`src/common/fp_status_pkg.sv`:
```
// Shared constants and types for the floating-point status register and
// the packed-decimal operand classifier.
// Assumes one clock domain and a datapath that reports result flags.
package fp_status_pkg;

	// ------------------------------------------------------------
	// Status register field positions
	// ------------------------------------------------------------
	localparam int unsigned EXTRAS_BIT   = 0;
	localparam int unsigned REV_LSB      = 1;
	localparam int unsigned REV_MSB      = 3;
	localparam int unsigned MISALIGN_BIT = 4;
	localparam int unsigned PREM_BIT     = 5;
	localparam int unsigned DIV0_S_BIT   = 6;
	localparam int unsigned UNDER_S_BIT  = 7;
	localparam int unsigned OVER_S_BIT   = 8;
	localparam int unsigned BADOP_S_BIT  = 9;
	localparam int unsigned INEX_M_BIT   = 10;
	localparam int unsigned DIV0_M_BIT   = 11;
	localparam int unsigned UNDER_M_BIT  = 12;
	localparam int unsigned OVER_M_BIT   = 13;
	localparam int unsigned BADOP_M_BIT  = 14;
	localparam int unsigned WFAULT_BIT   = 15;
	localparam int unsigned UNORD_BIT    = 16;
	localparam int unsigned CTXSW_BIT    = 17;
	localparam int unsigned INEX_S_BIT   = 18;
	localparam int unsigned INTOVF_BIT   = 19;
	localparam int unsigned ZERO_BIT     = 20;
	localparam int unsigned NEG_BIT      = 21;
	localparam int unsigned RSEL_LSB     = 22;
	localparam int unsigned RSEL_MSB     = 23;
	localparam int unsigned QTRAP_BIT    = 24;
	localparam int unsigned EXCP_BIT     = 25;
	localparam int unsigned RESV_LSB     = 26;
	localparam int unsigned RESV_MSB     = 30;
	localparam int unsigned READY_BIT    = 31;

	// Bits that a status write may change; revision, exception summary
	// and reserved bits are never stored
	localparam logic [31:0] WRITE_MASK   = 32'h81ff_fff1;
	localparam logic [31:0] STATUS_RESET = 32'h8000_0000;
	// Revision code value is arbitrary
	localparam logic [2:0]  REVISION_DEF = 3'h6;

	// ------------------------------------------------------------
	// Decimal operand layout
	// ------------------------------------------------------------
	localparam int unsigned DEC_WIDTH    = 96;
	localparam int unsigned DEC_USED     = 76;
	localparam int unsigned DEC_DIGITS   = 18;
	localparam int unsigned SIGN_BITS    = 4;
	localparam int unsigned INT_WIDTH    = 32;
	localparam logic [3:0]  SIGN_PINF    = 4'h0;
	localparam logic [3:0]  SIGN_NINF    = 4'h1;
	localparam logic [3:0]  SIGN_PQNAN   = 4'h2;
	localparam logic [3:0]  SIGN_NQNAN   = 4'h3;
	localparam logic [3:0]  SIGN_TRAP_LO = 4'h4;
	localparam logic [3:0]  SIGN_TRAP_HI = 4'h9;
	localparam logic [3:0]  SIGN_NUM_LO  = 4'ha;
	localparam logic [3:0]  SIGN_NEG_A   = 4'hb;
	localparam logic [3:0]  SIGN_NEG_B   = 4'hd;
	localparam logic [3:0]  DIGIT_MAX    = 4'h9;

	// ------------------------------------------------------------
	// Types
	// ------------------------------------------------------------
	typedef enum logic [2:0] {
		OP_NOP, OP_STATUS_READ, OP_STATUS_WRITE, OP_LOAD_DATA,
		OP_ERROR_FETCH, OP_ARITH, OP_COMPARE, OP_CONV_INT
	} op_t;

	typedef struct packed {
		logic zero;
		logic neg;
		logic inexact;
		logic underflow;
		logic overflow;
		logic invalid;
		logic divisor_zero;
		logic dividend_finite_nz;
		logic unordered;
		logic int_overflow;
		logic partial_rem;
	} res_flags_t;

	typedef struct packed {
		logic pos_inf;
		logic neg_inf;
		logic quiet_nan;
		logic trap_nan;
		logic number;
		logic negative;
	} dec_class_t;

	typedef struct packed {
		logic neg;
		logic zero;
		logic ovf;
		logic carry;
	} cond_flags_t;

endpackage

```
`src/bcd_classify.sv`:
```
// Combinational classifier for the packed-decimal operand format.
// Assumes the caller registers the outputs.
`timescale 1ns/1ps
module bcd_classify
	import fp_status_pkg::*;
(
	input  wire logic [DEC_WIDTH-1:0] operand_i,
	output dec_class_t                class_o,
	output logic [DEC_WIDTH-1:0]      clean_o
);

	logic [3:0]               sign_nib;
	logic [DEC_DIGITS*4-1:0]  bcd_digits;
	logic                     bad_digit;
	logic                     in_num;
	logic                     trap_rng;

	// Lowest digit nibble is least significant, the top one most
	assign sign_nib   = operand_i[SIGN_BITS-1:0];
	assign bcd_digits = operand_i[DEC_USED-1:SIGN_BITS];

	always_comb begin
		bad_digit = 1'b0;
		for (int i = 0; i < DEC_DIGITS; i++) begin
			if (bcd_digits[i*4 +: 4] > DIGIT_MAX) begin
				bad_digit = 1'b1;
			end
		end
	end

	assign in_num   = (sign_nib >= SIGN_NUM_LO);
	assign trap_rng = (sign_nib >= SIGN_TRAP_LO) && (sign_nib <= SIGN_TRAP_HI);

	assign class_o.pos_inf   = (sign_nib == SIGN_PINF);
	assign class_o.neg_inf   = (sign_nib == SIGN_NINF);
	assign class_o.quiet_nan = (sign_nib == SIGN_PQNAN)
		|| (sign_nib == SIGN_NQNAN)
		|| (in_num && bad_digit);
	assign class_o.trap_nan  = trap_rng;
	assign class_o.number    = in_num && !bad_digit;
	// Sign of numbers and of the two coded quiet NaNs
	assign class_o.negative  = (sign_nib == SIGN_NQNAN)
		|| (in_num && !bad_digit
			&& (sign_nib == SIGN_NEG_A || sign_nib == SIGN_NEG_B));

	assign clean_o = {{(DEC_WIDTH-DEC_USED){1'b0}},
		operand_i[DEC_USED-1:0]};

endmodule // bcd_classify

```
`src/fp_status_ctrl.sv`:
```
// Floating-point status and control register with operation tracking,
// restart handling after a write fault, and decimal/integer operand decode.
// Assumes the datapath reports one result per started operation and that
// the host issues commands one at a time.
//
// Operation
// - Decimal bits 4..75 hold eighteen digits, top first
// - Sign 0000 plus infinity, 0001 minus infinity
// - Sign 0010/0011 positive/negative quiet NaN
// - Sign four through nine is trapping NaN
// - Number sign with digit above nine: quiet NaN
// - Signs 11,13 negative; 10,12,14,15 positive
// - Decimal bits 76..95 ignored, returned as zero
// - Integer operands are 32-bit two's complement
// - Extras enable gates misaligned and write-fault flags
// - Revision bits 1..3 fixed, writes ignored
// - Misaligned word fault sets bit 4 when enabled
// - Divide-by-zero sticky on zero divisor, finite nonzero dividend
// - Underflow sets bit 7, overflow sets bit 8
// - Invalid operation sets sticky bit 9
// - Mask bits 10..14 enable matching exceptions
// - Write fault sets bit 15 until clean completion
// - Restart under write fault stores transfer data
// - Compare sets unordered bit, else clears it
// - Context bit 17 set by executing instructions
// - Inexact bit 18; after a compare the carry flag shows unordered instead
// - Integer conversion overflow sets unmaskable bit 19
// - Zero and negative bits follow every result
// - Bits 22..23 select the rounding mode
// - Result ready clears on start, sets on result
// - Bit 25 shows any exception condition present
// - Invalid with mask bit 14 clear and quiet-NaN trap bit 24 set raises exception
// - Bits 26..30 read as zero
`timescale 1ns/1ps
module fp_status_ctrl
	import fp_status_pkg::*;
#(
	parameter logic [2:0] REVISION = REVISION_DEF
) (
	input  wire logic                 clk_i,
	input  wire logic                 rst_n_i,
	input  wire logic                 ce_i,
	input  wire logic                 cmd_valid_i,
	input  wire op_t                  cmd_op_i,
	input  wire logic [31:0]          cmd_data_i,
	input  wire logic                 res_valid_i,
	input  wire res_flags_t           res_flags_i,
	input  wire logic                 misaligned_fault_i,
	input  wire logic                 write_fault_i,
	input  wire logic [DEC_WIDTH-1:0] dec_operand_i,
	input  wire logic [INT_WIDTH-1:0] int_operand_i,
	output logic [31:0]               rdata_o,
	output logic                      rdata_valid_o,
	output logic                      start_o,
	output logic                      done_o,
	output logic                      store_xfer_o,
	output logic                      exception_o,
	output logic [1:0]                rounding_sel_o,
	output cond_flags_t               cond_flags_o,
	output dec_class_t                dec_class_o,
	output logic [DEC_WIDTH-1:0]      dec_clean_o,
	output logic                      int_neg_o,
	output logic                      int_zero_o
);

	// ------------------------------------------------------------
	// Helpers
	// ------------------------------------------------------------
	// Register access, loads, error fetch and no-op are not instructions
	// that execute, so they neither restart nor set the context bit
	function automatic logic is_exec(input op_t op);
		return (op == OP_ARITH) || (op == OP_COMPARE) || (op == OP_CONV_INT);
	endfunction

	typedef enum logic {ST_IDLE, ST_BUSY} state_t;

	state_t       state;
	state_t       next_state;
	logic [31:0]  status;
	logic [31:0]  next_status;
	logic [31:0]  wr_base;
	logic [31:0]  rd_value;
	logic         last_cmp;
	logic         cur_cmp;
	logic         cur_conv;

	logic         st_rd;
	logic         st_wr;
	logic         exec_cmd;
	logic         restart;
	logic         op_start;
	logic         res_take;
	logic         div0_evt;
	logic         mis_evt;
	logic         wf_evt;
	logic [4:0]   stickies;
	logic [4:0]   masks;
	logic         qtrap_exc;
	logic         excp_now;
	dec_class_t   dec_class;
	logic [DEC_WIDTH-1:0] dec_clean;

	// ------------------------------------------------------------
	// Command decode
	// ------------------------------------------------------------
	assign st_rd    = ce_i && cmd_valid_i && (cmd_op_i == OP_STATUS_READ);
	assign st_wr    = ce_i && cmd_valid_i && (cmd_op_i == OP_STATUS_WRITE);
	assign exec_cmd = ce_i && cmd_valid_i && is_exec(cmd_op_i)
		&& (state == ST_IDLE);
	assign restart  = exec_cmd && status[WFAULT_BIT];
	assign op_start = exec_cmd && !status[WFAULT_BIT];
	assign res_take = ce_i && res_valid_i && (state == ST_BUSY);
	assign div0_evt = res_flags_i.divisor_zero
		&& res_flags_i.dividend_finite_nz;
	// Fault flags only arm while extras are enabled
	assign mis_evt  = ce_i && misaligned_fault_i && status[EXTRAS_BIT];
	assign wf_evt   = ce_i && write_fault_i && status[EXTRAS_BIT];

	// ------------------------------------------------------------
	// Exception summary
	// ------------------------------------------------------------
	assign stickies = {status[BADOP_S_BIT], status[OVER_S_BIT],
		status[UNDER_S_BIT], status[DIV0_S_BIT], status[INEX_S_BIT]};
	assign masks    = status[BADOP_M_BIT:INEX_M_BIT];
	assign qtrap_exc = status[BADOP_S_BIT] && !status[BADOP_M_BIT]
		&& status[QTRAP_BIT];
	assign excp_now = |(stickies & masks)
		|| status[INTOVF_BIT]
		|| qtrap_exc;

	assign rd_value = {status[READY_BIT], 5'h00, excp_now,
		status[QTRAP_BIT:MISALIGN_BIT], REVISION,
		status[EXTRAS_BIT]};

	// ------------------------------------------------------------
	// Next status: write first, then hardware events so sets win
	// ------------------------------------------------------------
	assign wr_base = st_wr ? ((cmd_data_i & WRITE_MASK)
		| (status & ~WRITE_MASK)) : status;

	always_comb begin
		next_status = wr_base;
		if (exec_cmd) begin
			next_status[CTXSW_BIT] = 1'b1;
		end
		if (op_start) begin
			next_status[READY_BIT] = 1'b0;
		end
		if (restart && !wf_evt) begin
			next_status[WFAULT_BIT] = 1'b0;
		end
		if (res_take) begin
			next_status[READY_BIT]   = 1'b1;
			next_status[ZERO_BIT]    = res_flags_i.zero;
			next_status[NEG_BIT]     = res_flags_i.neg;
			next_status[PREM_BIT]    = res_flags_i.partial_rem;
			// Sticky bits only accumulate here
			next_status[DIV0_S_BIT]  |= div0_evt;
			next_status[UNDER_S_BIT] |= res_flags_i.underflow;
			next_status[OVER_S_BIT]  |= res_flags_i.overflow;
			next_status[BADOP_S_BIT] |= res_flags_i.invalid;
			next_status[INEX_S_BIT]  |= res_flags_i.inexact;
			if (cur_cmp) begin
				next_status[UNORD_BIT] = res_flags_i.unordered;
			end
			if (cur_conv) begin
				next_status[INTOVF_BIT] |= res_flags_i.int_overflow;
			end
			if (!wf_evt) begin
				next_status[WFAULT_BIT] = 1'b0;
			end
		end
		if (mis_evt) begin
			next_status[MISALIGN_BIT] = 1'b1;
		end
		if (wf_evt) begin
			next_status[WFAULT_BIT] = 1'b1;
		end
	end

	always_comb begin
		next_state = state;
		case (state)
			ST_IDLE: begin
				if (op_start) begin
					next_state = ST_BUSY;
				end
			end
			ST_BUSY: begin
				if (res_take) begin
					next_state = ST_IDLE;
				end
			end
			default: next_state = ST_IDLE;
		endcase
	end

	// ------------------------------------------------------------
	// State registers
	// ------------------------------------------------------------
	always_ff @(posedge clk_i or negedge rst_n_i) begin
		if (!rst_n_i) begin
			state    <= ST_IDLE;
			status   <= STATUS_RESET;
			cur_cmp  <= 1'b0;
			cur_conv <= 1'b0;
			last_cmp <= 1'b0;
		end else if (ce_i) begin
			state  <= next_state;
			status <= next_status;
			if (op_start) begin
				cur_cmp  <= (cmd_op_i == OP_COMPARE);
				cur_conv <= (cmd_op_i == OP_CONV_INT);
			end
			if (res_take) begin
				last_cmp <= cur_cmp;
			end
		end
	end

	// Host-visible strobes and read data
	always_ff @(posedge clk_i or negedge rst_n_i) begin
		if (!rst_n_i) begin
			rdata_o       <= 32'h0000_0000;
			rdata_valid_o <= 1'b0;
			start_o       <= 1'b0;
			done_o        <= 1'b0;
			store_xfer_o  <= 1'b0;
		end else if (ce_i) begin
			rdata_valid_o <= st_rd;
			if (st_rd) begin
				rdata_o <= rd_value;
			end
			start_o      <= op_start;
			done_o       <= res_take || restart;
			store_xfer_o <= restart;
		end
	end

	assign exception_o    = excp_now;
	assign rounding_sel_o = status[RSEL_MSB:RSEL_LSB];
	// After a compare the carry position carries the unordered state
	assign cond_flags_o   = '{neg: status[NEG_BIT], zero: status[ZERO_BIT],
		ovf: status[INTOVF_BIT],
		carry: last_cmp ? status[UNORD_BIT] : status[INEX_S_BIT]};

	// ------------------------------------------------------------
	// Operand decode
	// ------------------------------------------------------------
	bcd_classify u_bcd (
		.operand_i (dec_operand_i),
		.class_o   (dec_class),
		.clean_o   (dec_clean)
	);

	always_ff @(posedge clk_i or negedge rst_n_i) begin
		if (!rst_n_i) begin
			dec_class_o <= '0;
			dec_clean_o <= '0;
			int_neg_o   <= 1'b0;
			int_zero_o  <= 1'b0;
		end else if (ce_i) begin
			dec_class_o <= dec_class;
			dec_clean_o <= dec_clean;
			int_neg_o   <= int_operand_i[INT_WIDTH-1];
			int_zero_o  <= (int_operand_i == '0);
		end
	end
endmodule // fp_status_ctrl

```
`config.mk`:
```
export PLATFORM = sky130hd
export DESIGN_NAME = fp_status_ctrl
export DESIGN_NICKNAME = d
export VERILOG_FILES = /design/src/common/fp_status_pkg.sv /design/src/bcd_classify.sv /design/src/fp_status_ctrl.sv
export SDC_FILE = /design/constraint.sdc
export NUM_CORES = 1
export LEC_CHECK = 0
export BUFFER_PORTS_ARGS = -buffer_cell sky130_fd_sc_hd__buf_2
export CAP_MARGIN = 20
export CORE_AREA = 2 2 147 149
export DETAILED_ROUTE_END_ITERATION = 10
export DIE_AREA = 0 0 149 151
export GPL_TIMING_DRIVEN = 0
export SYNTH_ARGS = -nofsm -noshare
export SYNTH_HDL_FRONTEND = slang
export SYNTH_HIERARCHICAL = 1
export SYNTH_SLANG_ARGS = --single-unit
```
`constraint.sdc`:
```
create_clock -name clk_i -period 1.3 [get_ports clk_i]
set_input_delay 0.26 -clock clk_i [delete_from_list [all_inputs] [get_ports clk_i]]
set_output_delay 0.26 -clock clk_i [all_outputs]
set_load 0.01 [all_outputs]
```
# ---- After elaboration in Yosys (flattened, before gate mapping)
# Cells that the tools add are included.
dict set report op_classes {
  multipliers 0
  n_div 0
  bitwise 9
  magnitude_cmp 21
  shifts 0
  n_eq_ne 10
  n_addsub 0
  muxes 35
  n_reduce_logical 49
}
# cell n
set ops {}
lappend ops {{greater-than comparator 4 bit (second input constant)} 18}
lappend ops {{logical NOT 32 bit} 1}
lappend ops {{2-to-1 mux 32 bit} 1}
lappend ops {{OR 32 x 31 -> 32 bit} 1}
lappend ops {{2-to-1 mux 1 bit} 30}
lappend ops {{logical AND 1 bit} 21}
lappend ops {{AND reduction 2 bit} 8}
lappend ops {{== test 3 bit (second input constant)} 3}
lappend ops {{logical OR 1 bit} 9}
lappend ops {{== test 4 x 2 -> 1 bit (second input constant)} 2}
lappend ops {{== test 4 bit (second input constant)} 2}
lappend ops {{OR 1 bit} 6}
lappend ops {{nonzero test 2 bit} 3}
lappend ops {{bitwise AND 5 bit} 1}
lappend ops {{2-to-1 mux 5 bit} 1}
lappend ops {{OR reduction 5 bit} 1}
lappend ops {{== test 4 x 1 -> 1 bit (second input constant)} 1}
lappend ops {{>= comparator 4 x 3 -> 1 bit (second input constant)} 1}
lappend ops {{>= comparator 4 bit (second input constant)} 1}
lappend ops {{less-or-equal comparator 4 bit (second input constant)} 1}
lappend ops {{logical NOT 1 bit} 4}
lappend ops {{logical NOT 4 bit} 1}
lappend ops {{2-to-1 mux 4 bit} 1}
lappend ops {{== test 3 x 1 -> 1 bit (second input constant)} 1}
lappend ops {{other kinds (5)} 5}
dict set report totals {
  mem_bits_rw 0
  latch_bits 0
  reg_bits 150
  mem_count 0
  inputBits 181
  mem_bits_ro 0
  out_inout_bits 147
}

# ---- Depth between registers and ports, before layout
dict set report logic_depth {
  word_depth 23
  depth_mapped 6
  depth_no_buf 6
}

# ---- By module
# Netlist, hierarchy kept.
# mod cells_each seq_area_each_um2 instances area_per_inst_um2
set modules_own_cells {}
lappend modules_own_cells {fp_status_ctrl 445 4005.1 1 6282.3}
lappend modules_own_cells {bcd_classify 137 0.0 1 952.2}

# ---- Worst setup path before layout
# No wires, ideal clock.
dict set report synth_path {
  path_type {input to register}
  startpoint {input port ce_i}
  endpoint {register rdata_o[10]}
  setup_slack_ps -198
  arrival_time_ps 1373
  required_time_ps 1175
  cell_stages 4
  path_cell_list {nand2_1 > nor4b_4 > buf_6 > mux2_2}
}
dict set report synth_via {
  elab_chain_len 3
}
# item line
set synth_lines {}
lappend synth_lines {{from (decl)} fp_status_ctrl.sv:42} ;# input wire logic ce_i,
lappend synth_lines {{logical AND 1 bit (2 in series)} fp_status_ctrl.sv:106} ;# assign st_rd = ce_i && cmd_valid_i && (cmd_op_i == OP_STATUS_READ);
lappend synth_lines {{AND reduction 2 bit (no line) *} --}
lappend synth_lines {{to (signal assigned)} fp_status_ctrl.sv:232} ;# rdata_o <= rd_value;
lappend synth_lines {{to (decl)} fp_status_ctrl.sv:52} ;# output logic [31:0] rdata_o,
# Mark *: on every way between the ends. The rest lies on a longest branch, timed or not.
# A chain may end at the register's enable or synchronous reset.

# ---- Worst setup path after layout
dict set report layout_path {
  startpoint {register status[6]}
  endpoint {output port exception_o}
}
dict set report layout_via {
  elab_chain_len 4
}
# item line
set layout_lines {}
lappend layout_lines {{from (decl)} fp_status_ctrl.sv:79} ;# logic [31:0] status;
lappend layout_lines {{from (signal assigned)} fp_status_ctrl.sv:210} ;# status <= next_status;
lappend layout_lines {{bitwise AND 5 bit} fp_status_ctrl.sv:127} ;# assign excp_now = |(stickies & masks)
lappend layout_lines {{OR reduction 5 bit} fp_status_ctrl.sv:127}
lappend layout_lines {{logical OR 1 bit} fp_status_ctrl.sv:128} ;# || status[INTOVF_BIT]
lappend layout_lines {{logical OR 1 bit} fp_status_ctrl.sv:129} ;# || qtrap_exc;
lappend layout_lines {{to (decl)} fp_status_ctrl.sv:57} ;# output logic exception_o,
# Every way passes these cells.

==> impl_metrics.ini <==
[worst_setup_path]
startpoint_type = flip-flop
r2r-end = rdata_o[25]
path_delay_family = compound AO/OA/AOI/OAI gates
worstSetupPathType = flip-flop to output pin
slowest_delay_ps = 490
worst_path_max_delay_cell = a222oi_1
cp_num_buf_inv = 1
r2r_start = status[6]
cp_cell_sequence = a222oi_1, nand3_1, buf_2
arrival_ps = 1650
cp_max_fo = 2
r2r_slack_ps = -280
worstPathRequired_ps = 1040
r2r_cells = 4
end_kind = output pin

[global_route]
met3_usage = 0.0705
overflow = 0
grt_max_degree = 89
grt_use_met1 = 0.199
grt_pass1_vias = 5570
top_usage_layer = met2
grt_pass1_wl_um = 30000
use_met2 = 0.303
antenna_found_initial = 4
grt_use_total = 0.174

[timing]
fin_worst_skew_ps = 6.15
setup_violations = 5
hold_viol_final = 0
finalCriticalPeriod_ps = 1910
hold_ws_ps = 28.1
finalMaxSlewViolations = 0
setup_ws_ps = -607
timing.final.crit_share = 1.47
tns_ps = -1160
max_clock_freq_mhz = 524
grt_setup_unrepaired = true

[clock_network]
root_buffer = clkbuf_16
cts_buffer_depth = 2
clk_pin_slew_ps = 70
numClockSinks = 160
htree_levels = 4
clk-insertion-delay-late_ps = 420
cts_made_buffers = 17
cts_tree = built

[synth]
syn_area_sq_mm = 0.00723
netlist_top_cells_area = dfrtp_1 (55%), mux2_2 (20%), buf_4 (11%)
synth_cells = 582
synth_largest_area_cell = dfrtp_1
netlist.area_leader.share = 0.550
ys_warn_count = 6
synth_cell_type_count = 39
ys_seq_area_frac = 0.554
ys_seq_elements = 160
syn_avg_cell_area_sq_um = 12.4

[power]
p_sw_uw = 4320
ir_drop_mv = 0.848
p_int_uw = 10500
power.density_mw_per_mm2 = 1470
power_leakage_uw = 0.00514
seqPwrFrac = 0.432
switching_share = 0.292
clkPwrFrac = 0.336
pwr-share-comb = 0.232

[hold_path]
holdPathEnd = status[23]
min_path_cells = 3
hold_start = cmd_data_i[23]
hold_path_class = primary input to flip-flop

[placement]
dp_hpwl_um = 14600
port_buffers = 274
post-place-ws_ps = -857
dpl_cell_area_sq_mm = 0.00918
gp_congestion = 0.791
placed_cells = 1156

[floorplanning]
die_w_um = 149
pin_count = 328
rows = 53
core-area_sq_mm = 0.0208
die_area_sq_mm = 0.0225
die_h_um = 151
initial_utilization = 0.347

[finish]
area_growth_pct = 39.6
instances_no_fill = 1207
layout-drive-gt1-share = 0.644
final_cell_mix = buf_2 (270), dfrtp_1 (159), buf_4 (130), mux2_2 (112), nand2_1 (63)
final_nets = 1100
n_fill_cell = 1951
final_common_cell = buf_2
fin_area_sq_mm = 0.0101

[detailed_routing]
vias = 5373
drc = 0
ant_nets = 0
wire_per_inst_um = 16.2
viasPerCell = 4.45
drt-initial-drc-count = 178
routed_wl_um = 19600
drtPass1Iterations = 4

[status]
violations = negative setup slack
status = finished with violations

[job]
cap_violations = 0
per-layer routing:
metal,vias to the layer above,wire [um]
li1,2551,-
met1,2601,7830
met2,191,9750
met3,24,1690
met4,6,251
met5,-,30
what timing repair did:
action / 4_1_cts / 5_1_grt
endpoints found under the hold margin: 72 / 0
hold buffers: 1 / 0
pin swaps: 11 / 9
buffers inserted: 19 / 5
gates cloned: 0 / 0
resized for setup: 25 / 11
endpoints found under the setup margin: 73 / 97
worst register-to-register path, stage by stage, from the launching register on:
cell and delay [ps]:
dfrtp_1 390, a222oi_1 490, nand3_1 170, buf_4 170, mux2_4 240
cell families after synthesis:
logic type,Yosys count,synth area share
flip-flops,160,0.554
AO/OA/AOI/OAI,43,0.0367
multiplexers,129,0.201
AND/OR/NAND/NOR,116,0.0782
buffers and inverters,132,0.130
other,2,0.00104
synthesized netlist by cell type:
library cell  number
nor4b_4            1
a211oi_2           1
dfrtp_1          159
a222oi_1           1
mux2_1             2
nor4b_2            1
a22oi_1            1
conb_1             2
nand3_1           14
a21oi_1            3
and3_1             1
inv_1              3
or4_1              1
nand4_1            5
a32oi_1            1
mux2_2           127
o31ai_1            1
nor3b_1            1
a32o_1             1
buf_6              2
a31oi_1            5
nor4b_1            1
nor2_1             9
o21ai_0           13
buf_2             15
nor4_1             9
o21ai_1           10
o21ai_2            1
nor3_2             1
a22o_1             1
and4b_1            1
buf_4            109
or4b_1             1
dfstp_2            1
or2_2              2
a21o_1             4
clkbuf_1           3
nor2b_1            3
nand2_1           65
through the flow:
step	util	power, uW
after floorplan	-	8130
after global placement	0.439	9500
after detailed placement	0.441	9580
after CTS	0.480	14900
after global routing	0.485	15600
final	0.485	14800
area by class of cell:
cell class	instances	area (sq um)	share of cell area
inverter	3	11.3	0.00112
clock buffer	17	425	0.0421
tap	275	344	0.0341
multi-input combinational	314	2540	0.252
sequential	160	4010	0.397
timing repair buffer	300	1690	0.168
clock inverter	14	149	0.0147
buffer	123	928	0.0919
antenna	1	2.50	0.000248
worst max path at each step:
stage          startpoint               to  slack (ps)  cells after the start
3_5_place_dp         ce_i       int_zero_o        -860                      6
3_3_place_gp      rst_n_i  dec_clean_o[89]       -2660                      1
6_report        status[6]      exception_o        -610                      3
2_1_floorplan        ce_i      rdata_o[10]        -150                      4
5_1_grt         status[6]      exception_o        -690                      3
4_1_cts        status[11]      exception_o        -560                      3
registers in the layout (all words and copies together), names as in the netlist:
name and flops:
cur_cmp 1, cur_conv 1, dec_class_o 6, dec_clean_o 96
done_o 1, int_neg_o 1, int_zero_o 1, last_cmp 1
rdata_o 25, rdata_valid_o 1, start_o 1, state 1
status 23, store_xfer_o 1
power groups by stage:
stage	Combinational (uW)	Sequential [uW]	Clock, uW
after floorplan	1440	6690	0
after global placement	3040	6460	0
after detailed placement	3100	6480	0
after CTS	3380	6390	5110
after global routing	3740	6500	5310
final	3430	6400	4980
No activity file was read; power rests on OpenSTA's default activity.
